## src/common/vmid_map.svh

```systemverilog
// Offsets, instruction fields, encodings and reset values of the vector memory decoder.
// Summary of operation
// - Inactive elements make no traffic, no faults.
// - Masked loads keep inactive elements unless agnostic.
// - Start at any element; faults leave start index.
// - Recognised in FP load/store opcodes, mask bit 25.
// - Mask-enable bit zero means masking is active.
// - Indexed: encoded width sizes indices, configuration sizes data.
// - Base address comes from selected scalar register.
// - Unit-stride contiguous; strided adds scalar byte stride.
// - Indexed adds unscaled offsets; offset group multiplier derived.
// - Narrow offsets zero-extended, wide offsets truncated.
// - Unsupported index width raises illegal instruction.
// - Mode field: unit, unordered, strided, ordered.
// - Only indexed-ordered must access in element order.
// - Unordered indexed store faults reported precisely.
// - Load variants plain, whole, mask, fault-first; others reserved.
// - Store variants plain, whole, mask; others reserved.
// - Field count gives fields per element or registers.
// - Effective multiplier outside one eighth..eight is reserved.
// - Vector specifiers must align to group multiplier.
// - Support all configured widths; others illegal.
// - Width codes select vector sizes or scalar FP.
// - Extended width bit set is reserved.
`ifndef VMID_MAP_SVH
`define VMID_MAP_SVH
`define VMID_OFF_INSTR   8'h00
`define VMID_OFF_VTYPE   8'h04
`define VMID_OFF_VLEN    8'h08
`define VMID_OFF_START   8'h0C
`define VMID_OFF_MASK    8'h10
`define VMID_OFF_STATUS  8'h14
`define VMID_OFF_DECODE  8'h18
`define VMID_OFF_OFFV    8'h40
`define VMID_SEL_OFFV    8'hE0
`define VMID_OFF_XREG    8'h80
`define VMID_SEL_XREG    8'h80
`define VMID_VTYPE_RST   32'h80000000
`define VMID_OPC_LOAD    7'h07
`define VMID_OPC_STORE   7'h27
`define VMID_F_OPC       6:0
`define VMID_F_DREG      11:7
`define VMID_F_WIDTH     14:12
`define VMID_F_BASE      19:15
`define VMID_F_SREG      24:20
`define VMID_B_MASK_EN   25
`define VMID_F_MODE      27:26
`define VMID_B_MEW       28
`define VMID_F_FCOUNT    31:29
`define VMID_V_PLAIN     5'h00
`define VMID_V_WHOLE     5'h08
`define VMID_V_MASK      5'h0B
`define VMID_V_FOF       5'h10
`define VMID_B_VILL      31
`define VMID_B_VMA       7
`define VMID_B_EW_HI     5
`define VMID_F_EW        4:3
`define VMID_F_GM        2:0
`define VMID_EW_SUPPORT  4'hF
`define VMID_IDX_SUPPORT 4'hF
`define VMID_MAX_ELEMS   4'h8
`endif

```

## src/common/vmid_pkg.sv

```systemverilog
// Types shared by the vector memory decoder: states, modes and the state record.
package vmid_pkg;
  typedef enum logic [1:0] {
    vmid_idle   = 2'b00,
    vmid_decode = 2'b01,
    vmid_issue  = 2'b10,
    vmid_wait   = 2'b11
  } vmid_state_type;
  typedef enum logic [1:0] {
    vmid_unit      = 2'b00,
    vmid_idx_unord = 2'b01,
    vmid_strided   = 2'b10,
    vmid_idx_ord   = 2'b11
  } vmid_mode_type;
  typedef struct packed {
    vmid_state_type   state;
    vmid_mode_type    mode;
    logic [31:0]      instr, vtype, base, step, hrdata, req_addr;
    logic [3:0]       vec_len, start_elem, evl, elem;
    logic [7:0]       mask, bus_addr;
    logic             st_done, st_illegal, st_fault, st_fp, st_trim;
    logic             is_load, mask_on, vma, fof, wr_pend, rd_pend, bus_hit;
    logic [1:0]       data_log, idx_log, req_size;
    logic [2:0]       fld_last, fld, req_elem, req_field, dest_elem;
    logic [7:0][31:0] offv;
    logic [31:0][31:0] xreg;
    logic             hreadyout, hresp, req_valid, req_write, req_ordered;
    logic             dest_valid, dest_agnostic;
  } vmid_regs_type;
endpackage

```

## src/rtl/vmid_top.sv

```systemverilog
// Vector load/store decoder and element address generator behind an AHB-Lite slave.
//
// The AHB-Lite register port and the register addresses were chosen for this implementation.
`timescale 1ns/1ns
`include "vmid_map.svh"
module vmid_top (
  input  wire logic        hclk,
  input  wire logic        hresetn,
  input  wire logic        hsel,
  input  wire logic [31:0] haddr,
  input  wire logic [1:0]  htrans,
  input  wire logic        hwrite,
  input  wire logic [2:0]  hsize,
  input  wire logic [31:0] hwdata,
  input  wire logic        hready,
  output logic             hreadyout,
  output logic             hresp,
  output logic [31:0]      hrdata,
  output logic             mem_req_valid,
  input  wire logic        mem_req_ready,
  output logic [31:0]      mem_req_addr,
  output logic             mem_req_write,
  output logic [1:0]       mem_req_size,
  output logic [2:0]       mem_req_elem,
  output logic [2:0]       mem_req_field,
  output logic             mem_req_ordered,
  input  wire logic        mem_resp_valid,
  input  wire logic        mem_resp_fault,
  output logic             dest_valid,
  output logic [2:0]       dest_elem,
  output logic             dest_agnostic
);

  vmid_pkg::vmid_regs_type r;
  vmid_pkg::vmid_regs_type n;

  // Instruction fields of the latched word.
  logic [6:0]        opc;
  logic [2:0]        wcode;
  logic [1:0]        mode_dec;
  logic [4:0]        variant;
  logic [2:0]        fcount;
  logic [4:0]        dreg;
  logic [4:0]        sreg;
  logic              is_load_dec;
  logic              fp_opc;
  logic              fp_scalar;
  logic              mew;
  logic [1:0]        eew_log;
  logic [1:0]        cfg_ew_log;
  logic signed [3:0] cfg_gm_log;
  logic signed [3:0] eff_gm_log;
  logic signed [3:0] data_gm_log;
  logic [1:0]        whole_log;
  logic              unit;
  logic              indexed;
  logic              mask_x;
  logic              whole;
  logic              fof_dec;
  logic              var_ok;
  logic              cfg_bad;
  logic              gm_bad;
  logic              whole_bad;
  logic              align_bad;
  logic              eew_unsup;
  logic              illegal_dec;
  logic [1:0]        data_log_dec;
  logic [3:0]        evl_dec;
  logic [4:0]        evl_mask;
  logic [31:0]       off_raw;
  logic [31:0]       off_ext;
  logic [31:0]       elem_base;
  logic [31:0]       next_addr;
  logic              active;
  logic [31:0]       rd_data;

  // A group start must be a multiple of the group size; fractional groups fit anywhere.
  function automatic logic grp_ok(input logic [4:0] spec, input logic signed [3:0] lg);
    logic [4:0] low;
    low = (5'h01 << lg[1:0]) - 5'h01;
    grp_ok = (lg <= 4'sd0) || ((spec & low) == 5'h00);
  endfunction

  // Field extraction of the vector memory encoding.
  assign opc         = r.instr[`VMID_F_OPC];
  assign wcode       = r.instr[`VMID_F_WIDTH];
  assign mode_dec    = r.instr[`VMID_F_MODE];
  assign variant     = r.instr[`VMID_F_SREG];
  assign fcount      = r.instr[`VMID_F_FCOUNT];
  assign dreg        = r.instr[`VMID_F_DREG];
  assign sreg        = r.instr[`VMID_F_SREG];
  assign mew         = r.instr[`VMID_B_MEW];
  assign is_load_dec = (opc == `VMID_OPC_LOAD);
  assign fp_opc      = is_load_dec || (opc == `VMID_OPC_STORE);

  // Codes 001 to 100 stay scalar floating point; the vector codes map to 8..64 bits.
  assign fp_scalar = fp_opc && !mew && (wcode != 3'h0) && (wcode[2] == 1'b0 || wcode[1:0] == 2'b00);
  assign eew_log   = wcode[1:0];

  // Configuration: any nonzero reserved bit or the illegal flag poisons every vector access.
  assign cfg_ew_log = r.vtype[`VMID_F_EW];
  assign cfg_gm_log = {r.vtype[2], r.vtype[`VMID_F_GM]};
  assign gm_bad     = (r.vtype[`VMID_F_GM] == 3'b100);
  assign cfg_bad    = r.vtype[`VMID_B_VILL] || (|r.vtype[30:8]) || r.vtype[`VMID_B_EW_HI] || gm_bad;

  // Effective multiplier in log2 form: encoded width over configured width, times group multiplier.
  assign eff_gm_log = $signed({2'b00, eew_log}) - $signed({2'b00, cfg_ew_log}) + cfg_gm_log;

  assign unit    = (mode_dec == 2'b00);
  assign indexed = mode_dec[0];
  assign mask_x  = unit && (variant == `VMID_V_MASK);
  assign whole   = unit && (variant == `VMID_V_WHOLE);
  assign fof_dec = unit && is_load_dec && (variant == `VMID_V_FOF);

  // Variant legality differs between loads and stores.
  assign var_ok = !unit || (variant == `VMID_V_PLAIN) || (variant == `VMID_V_WHOLE) || (variant == `VMID_V_MASK) ||
                  (is_load_dec && variant == `VMID_V_FOF);

  // Whole-register transfers move 1, 2, 4 or 8 registers.
  assign whole_bad = whole && !(fcount == 3'h0 || fcount == 3'h1 || fcount == 3'h3 || fcount == 3'h7);
  assign whole_log = fcount[2] ? 2'h3 : (fcount[1] ? 2'h2 : {1'b0, fcount[0]});

  // Data group size: indexed data follows the configuration, mask transfers are one register.
  assign data_gm_log = indexed ? cfg_gm_log : (mask_x ? 4'sd0 : (whole ? $signed({2'b00, whole_log}) : eff_gm_log));
  assign align_bad   = !grp_ok(dreg, data_gm_log) || (indexed && !grp_ok(sreg, eff_gm_log));

  // Support checks for data and index widths.
  assign eew_unsup = ((indexed ? `VMID_IDX_SUPPORT : `VMID_EW_SUPPORT) & (4'h1 << eew_log)) == 4'h0;

  assign illegal_dec = !fp_opc || (!fp_scalar && (mew || cfg_bad || !var_ok || whole_bad || align_bad || eew_unsup ||
                       (!mask_x && !whole && (eff_gm_log > 4'sd3 || eff_gm_log < -4'sd3))));

  // Memory element size: encoded for unit and strided, bytes for mask transfers, configured for indexed.
  assign data_log_dec = indexed ? cfg_ew_log : (mask_x ? 2'h0 : eew_log);

  // Mask transfers cover ceil(len/8) bytes; elements are capped at the offset table depth.
  assign evl_mask = ({1'b0, r.vec_len} + 5'h07) >> 3;
  assign evl_dec  = mask_x ? evl_mask[3:0] : ((r.vec_len > `VMID_MAX_ELEMS) ? `VMID_MAX_ELEMS : r.vec_len);

  // Offsets are unscaled byte distances, zero-extended to the register width.
  assign off_raw = r.offv[r.elem[2:0]];
  always_comb begin
    case (r.idx_log)
      2'h0: off_ext = {24'h000000, off_raw[7:0]};
      2'h1: off_ext = {16'h0000, off_raw[15:0]};
      default: off_ext = off_raw;
    endcase
  end

  // Element address, then the field within the segment.
  assign elem_base = r.mode[0] ? r.base + off_ext : r.base + r.step * {28'h0000000, r.elem};
  assign next_addr = elem_base + ({29'h0, r.fld} << r.data_log);

  // A zero mask-enable bit turns masking on.
  assign active = !r.mask_on || r.mask[r.elem[2:0]];

  // Read multiplexer, evaluated one cycle after the address phase so earlier writes are visible.
  always_comb begin
    rd_data = 32'h00000000;
    if (!r.bus_hit) begin
      rd_data = 32'h00000000;
    end else if (r.bus_addr == `VMID_OFF_INSTR) begin
      rd_data = r.instr;
    end else if (r.bus_addr == `VMID_OFF_VTYPE) begin
      rd_data = r.vtype;
    end else if (r.bus_addr == `VMID_OFF_VLEN) begin
      rd_data = {28'h0000000, r.vec_len};
    end else if (r.bus_addr == `VMID_OFF_START) begin
      rd_data = {28'h0000000, r.start_elem};
    end else if (r.bus_addr == `VMID_OFF_MASK) begin
      rd_data = {24'h000000, r.mask};
    end else if (r.bus_addr == `VMID_OFF_STATUS) begin
      rd_data = {26'h0, r.st_trim, r.st_fp, r.st_fault, r.st_illegal, r.st_done,
                 r.state != vmid_pkg::vmid_idle};
    end else if (r.bus_addr == `VMID_OFF_DECODE) begin
      rd_data = {20'h00000, illegal_dec, fp_scalar, eff_gm_log, data_log_dec, eew_log, mode_dec};
    end else if ((r.bus_addr & `VMID_SEL_OFFV) == `VMID_OFF_OFFV) begin
      rd_data = r.offv[r.bus_addr[4:2]];
    end else if ((r.bus_addr & `VMID_SEL_XREG) == `VMID_OFF_XREG) begin
      rd_data = r.xreg[r.bus_addr[6:2]];
    end
  end

  // Next-state logic: bus side first, then the sequencer, so hardware updates win a tie.
  always_comb begin
    n = r;
    n.dest_valid    = 1'b0;
    n.dest_agnostic = 1'b0;
    n.wr_pend       = 1'b0;
    n.rd_pend       = 1'b0;
    n.hreadyout     = 1'b1;
    n.hresp         = 1'b0;

    // Address phase: reads take one wait state so data comes straight from a flop.
    if (hsel && htrans[1] && hready) begin
      n.bus_addr  = haddr[7:0];
      n.bus_hit   = (haddr[31:8] == 24'h000000);
      n.wr_pend   = hwrite;
      n.rd_pend   = !hwrite;
      n.hreadyout = hwrite;
    end
    if (r.rd_pend) begin
      n.hrdata = rd_data;
    end

    // Write data phase; configuration is frozen while an instruction runs.
    if (r.wr_pend && r.bus_hit) begin
      if (r.bus_addr == `VMID_OFF_STATUS) begin
        n.st_done    = r.st_done & !hwdata[1];
        n.st_illegal = r.st_illegal & !hwdata[2];
        n.st_fault   = r.st_fault & !hwdata[3];
        n.st_fp      = r.st_fp & !hwdata[4];
        n.st_trim    = r.st_trim & !hwdata[5];
      end else if (r.state == vmid_pkg::vmid_idle) begin
        if (r.bus_addr == `VMID_OFF_INSTR) begin
          n.instr      = hwdata;
          n.state      = vmid_pkg::vmid_decode;
          n.st_done    = 1'b0;
          n.st_illegal = 1'b0;
          n.st_fault   = 1'b0;
          n.st_fp      = 1'b0;
          n.st_trim    = 1'b0;
        end else if (r.bus_addr == `VMID_OFF_VTYPE) begin
          n.vtype = hwdata;
        end else if (r.bus_addr == `VMID_OFF_VLEN) begin
          n.vec_len = hwdata[3:0];
        end else if (r.bus_addr == `VMID_OFF_START) begin
          n.start_elem = hwdata[3:0];
        end else if (r.bus_addr == `VMID_OFF_MASK) begin
          n.mask = hwdata[7:0];
        end else if ((r.bus_addr & `VMID_SEL_OFFV) == `VMID_OFF_OFFV) begin
          n.offv[r.bus_addr[4:2]] = hwdata;
        end else if ((r.bus_addr & `VMID_SEL_XREG) == `VMID_OFF_XREG && r.bus_addr[6:2] != 5'h00) begin
          n.xreg[r.bus_addr[6:2]] = hwdata;
        end
      end
    end

    // Element sequencer.
    case (r.state)
      vmid_pkg::vmid_idle: begin
        n.req_valid = 1'b0;
      end
      vmid_pkg::vmid_decode: begin
        if (fp_scalar) begin
          n.st_fp   = 1'b1;
          n.st_done = 1'b1;
          n.state   = vmid_pkg::vmid_idle;
        end else if (illegal_dec) begin
          n.st_illegal = 1'b1;
          n.st_done    = 1'b1;
          n.state      = vmid_pkg::vmid_idle;
        end else begin
          n.mode     = vmid_pkg::vmid_mode_type'(mode_dec);
          n.is_load  = is_load_dec;
          n.mask_on  = !r.instr[`VMID_B_MASK_EN];
          n.vma      = r.vtype[`VMID_B_VMA];
          n.fof      = fof_dec;
          n.data_log = data_log_dec;
          n.idx_log  = eew_log;
          n.fld_last = whole ? 3'h0 : fcount;
          n.base     = r.xreg[r.instr[`VMID_F_BASE]];
          // Unit stride advances by one whole segment, strided by the scalar stride.
          n.step     = unit ? ({29'h0, (whole ? 3'h0 : fcount)} + 32'h00000001) << data_log_dec : r.xreg[sreg];
          n.evl      = evl_dec;
          n.elem     = r.start_elem;
          n.fld      = 3'h0;
          n.state    = vmid_pkg::vmid_issue;
        end
      end
      vmid_pkg::vmid_issue: begin
        if (r.elem >= r.evl) begin
          n.st_done    = 1'b1;
          n.start_elem = 4'h0;
          n.state      = vmid_pkg::vmid_idle;
        end else if (!active) begin
          // Inactive elements are skipped; only an agnostic load may overwrite them.
          n.dest_valid    = r.is_load && r.vma;
          n.dest_agnostic = r.is_load && r.vma;
          n.dest_elem     = r.elem[2:0];
          n.elem          = r.elem + 4'h1;
        end else if (!r.req_valid) begin
          n.req_valid   = 1'b1;
          n.req_addr    = next_addr;
          n.req_write   = !r.is_load;
          n.req_size    = r.data_log;
          n.req_elem    = r.elem[2:0];
          n.req_field   = r.fld;
          n.req_ordered = (r.mode == vmid_pkg::vmid_idx_ord);
        end else if (mem_req_ready) begin
          n.req_valid = 1'b0;
          n.state     = vmid_pkg::vmid_wait;
        end
      end
      vmid_pkg::vmid_wait: begin
        // One access in flight keeps every mode in element order and every fault precise.
        if (mem_resp_valid) begin
          if (mem_resp_fault) begin
            if (r.fof && r.elem != 4'h0) begin
              n.vec_len    = r.elem;
              n.st_trim    = 1'b1;
              n.st_done    = 1'b1;
              n.start_elem = 4'h0;
            end else begin
              n.st_fault   = 1'b1;
              n.st_done    = 1'b1;
              n.start_elem = r.elem;
            end
            n.state = vmid_pkg::vmid_idle;
          end else begin
            n.dest_valid = r.is_load && (r.fld == r.fld_last);
            n.dest_elem  = r.elem[2:0];
            if (r.fld == r.fld_last) begin
              n.fld  = 3'h0;
              n.elem = r.elem + 4'h1;
            end else begin
              n.fld = r.fld + 3'h1;
            end
            n.state = vmid_pkg::vmid_issue;
          end
        end
      end
      default: begin
        n.state = vmid_pkg::vmid_idle;
      end
    endcase
  end

  // State register.
  always_ff @(posedge hclk or negedge hresetn) begin
    if (!hresetn) begin
      r           <= '0;
      r.vtype     <= `VMID_VTYPE_RST;
      r.hreadyout <= 1'b1;
    end else begin
      r <= n;
    end
  end

  // Outputs come straight from the state record.
  assign hreadyout       = r.hreadyout;
  assign hresp           = r.hresp;
  assign hrdata          = r.hrdata;
  assign mem_req_valid   = r.req_valid;
  assign mem_req_addr    = r.req_addr;
  assign mem_req_write   = r.req_write;
  assign mem_req_size    = r.req_size;
  assign mem_req_elem    = r.req_elem;
  assign mem_req_field   = r.req_field;
  assign mem_req_ordered = r.req_ordered;
  assign dest_valid      = r.dest_valid;
  assign dest_elem       = r.dest_elem;
  assign dest_agnostic   = r.dest_agnostic;
endmodule

```

## config.mk

```make
export PLATFORM = sky130hd
export DESIGN_NAME = vmid_top
export DESIGN_NICKNAME = d
export VERILOG_FILES = /design/src/common/vmid_pkg.sv /design/src/rtl/vmid_top.sv
export VERILOG_INCLUDE_DIRS = /design/src /design/src/common
export SDC_FILE = /design/constraint.sdc
export NUM_CORES = 2
export LEC_CHECK = 0
export BUFFER_PORTS_ARGS = -buffer_cell sky130_fd_sc_hd__buf_2
export CAP_MARGIN = 10
export CORE_UTILIZATION = 31
export CTS_BUF_LIST = sky130_fd_sc_hd__clkbuf_8
export CTS_CLUSTER_DIAMETER = 80
export CTS_CLUSTER_SIZE = 40
export DETAILED_ROUTE_END_ITERATION = 12
export GPL_TIMING_DRIVEN = 1
export PLACE_DENSITY = 0.55
export SYNTH_ARGS = -nofsm -noshare
export SYNTH_HDL_FRONTEND = slang
export SYNTH_SLANG_ARGS = --single-unit
export TNS_END_PERCENT = 50
```

## constraint.sdc

```tcl
create_clock -name hclk -period 17.2 [get_ports hclk]
set_input_delay 1.72 -clock hclk [delete_from_list [all_inputs] [get_ports hclk]]
set_output_delay 1.72 -clock hclk [all_outputs]
set_load 0.005 [all_outputs]
```

==> results by group <==
Timing
  • Max Slew Vio Count: 0
  • RSZ-0062 raised after global routing: no
  • Final Skew: 67.3 ps
  • WHS: 425 ps
  • Count of final hold-check violations: 0
  • Part of the cycle the worst path needs: 41.0%
  • Final setup violation count: 0
  • Slew @ Worst Pin: 1180 ps
  • Slew HR: 21.2%
  • Maximum clock frequency: 142 MHz
  • Final Critical Period: 7060 ps
  • Sum Neg Setup Slack: 0 ps

Critical path
  • Max FO, Critical Path: 57
  • Worst Path Arrival: 7920 ps
  • CP top delay family: compound AO/OA/AOI/OAI gates
  • Most frequent CP cell: fa_1
  • Critical Path Stages: 18
  • Setup crit start kind: flop
  • CP peak stage delay: 1000 ps
  • Worst path cell trace: buf_4 -> and2_1 -> fa_1 -> fa_1 -> inv_1 -> fa_1 -> inv_1 -> ha_1 -> a21oi_1 -> o211ai_1 -> a311oi_1 -> o21ai_1 -> xnor2_1 -> o211ai_1 -> nand3_1 -> nor4_4 -> a211oi_1 -> a211o_1
  • WP buf/inv: 3
  • R2R Path End: mem_req_addr[27]
  • Critical Path Sink Type: flop
  • Worst path required time: 18,060 ps
  • FF-to-FF setup slack: 10,140 ps
  • Slowest stage cell, crit path: dfrtp_4
  • R2R depth: 18
  • Crit Path Class: reg2reg
  • Reg2reg start: r[1337]

Synth
  • Synthesized area per cell: 14.1 um2
  • Adder-cell share of the synthesized area: 2.99%
  • Synth Area in XOR/XNOR: 0.603%
  • Top cell type's share of synthesized area: 40.3%
  • Multiplexer area fraction after synthesis: 43.3%
  • Register area share after synthesis: 40.4%
  • Ys Warns: 0
  • Synth cell types: 93
  • Syn nets: 7,071
  • Main synth FF type: dfrtp_1
  • Post-Synth Simple-Gate Area: 4.36%
  • Mapped Cells: 6,819
  • Synth area leader: dfrtp_1
  • Async SR Flop Fraction: 100%
  • Main combinational cell family by area after synthesis: multiplexers
  • Top cells by area, synth: dfrtp_1 (40%), mux4_2 (26%), mux2_2 (16%)
  • Cell Area, Synth: 95,900 um2
  • Yosys reg bits: 1,547
  • EDFF count, synth: 0
  • Synth Area in Compound Gates: 4.16%

Clock network
  • TritonCTS clock tree: built
  • Num CTS Buffers: 97
  • Clk slew on worst S/H paths: 150 ps
  • CTS sink count: 1,547
  • H-tree depth: 3
  • Setup Fix Bufs, Post-CTS: 0
  • Resized Gates After CTS: 0
  • Clock latency on the worst-skew pair: 980 ps
  • Root Driver: clkbuf_8
  • CTS Buffer Depth: 3
  • Post-cts hold buffer count: 0

Run status
  • Status: completed

Die
  • Die width: 558 um
  • Row cnt: 203
  • # IOs: 159
  • Die ar.: 311,000 um2
  • Initial core utilization: 31.2%
  • Die Y: 558 um
  • Core area: 307,000 um2

Drt
  • Drt drc: 0
  • Vias/cell: 5.85
  • Vias after detailed routing: 62,300
  • Pre-Repair DR Iteration Count: 6
  • Max Used Layer: met5
  • Final ANT Viol Nets: 0
  • Wl on met1: 135 mm
  • DRT Wirelength: 317 mm
  • Routed wl met3: 23.1 mm
  • Met2 Wirelength: 148 mm
  • Routed WL per cell: 29.8 um
  • DR iter-0 viols: 5,853

Final layout
  • Area delta synth->final: 7.05%
  • Fin util: 33.4%
  • FILL cells: 29,900
  • Final nets: 6,703
  • Layout cells sized above 1: 46.5%

Global route
  • All-Layer GR Usage: 20.3%
  • First-pass GRT wire length: 464 mm
  • GRT overflow: 0
  • Initial antenna violation count: 34
  • Vias in the first global route: 63,500
  • Largest net degree at the start of global routing: 173

Pwr
  • Peak supply drop: 0.0000688 V
  • Pwr dens: 74.4 nW/um2
  • Total power: 7.63 mW
  • Leakage power: 42.0 nW

Placed design
  • Placer Congestion: 0.873
  • HPWL after DPL: 197 mm
  • IO Port Bufs: 153

Worst hold path
  • Worst Hold Class: reg2reg
  • Hold depth: 0
  • Worst Hold Path EP: r[34]
  • Hold Startpoint: r[34]

Run
  • Max Cap Viol: 0
-- layout by cell type, fill, tap and decap left out, types with 28 or more instances in the layout --
cell,netlist,layout
and2_1,106,105
mux2i_1,145,145
xor2_1,28,28
ha_1,85,85
dfrtp_1,1545,1524
nor2_1,111,102
buf_4,77,124
mux2_2,1376,1376
buf_2,90,152
o21ai_0,160,160
o21ai_1,42,42
clkbuf_8,0,98
xnor2_1,38,38
nand4_1,29,29
a21oi_1,151,151
mux4_2,1088,1088
inv_1,198,198
nand3_1,47,37
nand2_1,308,293
a21o_1,41,41
o211ai_1,40,40
fa_1,90,90
nor3_1,74,67
-- report_power, final --
part | internal, mW | switching (mW) | total, mW
combinational | 0.670 | 0.793 | 1.46
sequential | 3.74 | 0.152 | 3.89
clock | 0.702 | 1.57 | 2.28
total | 5.11 | 2.52 | 7.63
-- per-stage QoR --
stage                     setup WS, ps  cell area (um2)  instances
after CTS                        10140           103000      10600
after global placement           10160           100000      10500
after detailed placement         10130           100000      10500
final                            10140           103000      10600
after global routing              9720           103000      10600
after floorplan                  11530            95900       6819
-- registers in the layout, summed over array words and instances (netlist names), 2 cells and up --
signal	count
cfg_ew_log	2
cfg_gm_log	3
dest_elem	3
dreg	5
eew_log	2
fcount	3
hrdata	32
mem_req_addr	32
mem_req_elem	3
mem_req_field	3
mem_req_size	2
opc	7
r	1441
-- Yosys cell counts (9+ instances only) --
library cell  number
a211oi_1          19
a21o_1            41
a21oi_1          151
a221oi_1          14
a22oi_1            9
a31oi_1           15
and2_1           106
and3_1            17
buf_1            129
buf_2             90
buf_4             77
buf_6              9
clkbuf_1         447
dfrtp_1         1545
fa_1              90
ha_1              85
inv_1            198
mux2_2          1376
mux2i_1          145
mux4_2          1088
nand2_1          308
nand2b_1          25
nand3_1           47
nand4_1           29
nor2_1           111
nor2b_1           26
nor3_1            74
nor3b_1           12
nor4_1            20
o2111ai_1         23
o211ai_1          40
o21a_1            10
o21ai_0          160
o21ai_1           42
o22ai_1           20
o31ai_1           10
xnor2_1           38
xor2_1            28
-- per-layer routing --
metal	track usage, %	up-vias
met5	0	-
met4	6.79	18
met3	3.43	539
met2	32.4	2587
met1	28.1	33800
li1	-	25400
-- how the worst max path moves through the flow --
stage	start	slack (ps)	end
global route	r[1337]	9720	mem_req_addr[25]
global placement	r[1337]	10160	mem_req_addr[27]
floorplan	r[1338]	11530	mem_req_addr[27]
finish	r[1337]	10140	mem_req_addr[27]
CTS	r[1337]	10140	mem_req_addr[27]
detailed placement	r[1337]	10130	mem_req_addr[27]
-- kinds of logic after synthesis --
group | Yosys count
compound gates | 632
other cells | 1
simple gates | 833
fa+ha+maj | 175
xor+xnor | 66
buf+inv | 952
mux | 2613
flops | 1547
-- layout make-up --
type                            count  area (um2)  area share, %
Antenna cell                       10        25.0         0.0244
Inverter                          198         743          0.724
Multi-Input combinational cell   4320       53400           52.1
Timing Repair Buffer              287        1910           1.86
Sequential cell                  1547       38800           37.8
Clock inverter                     86        1260           1.23
Clock buffer                       98        1350           1.31
Tap cell                         4100        5130           5.00
Note: power is estimated with default switching activity, not from simulation.
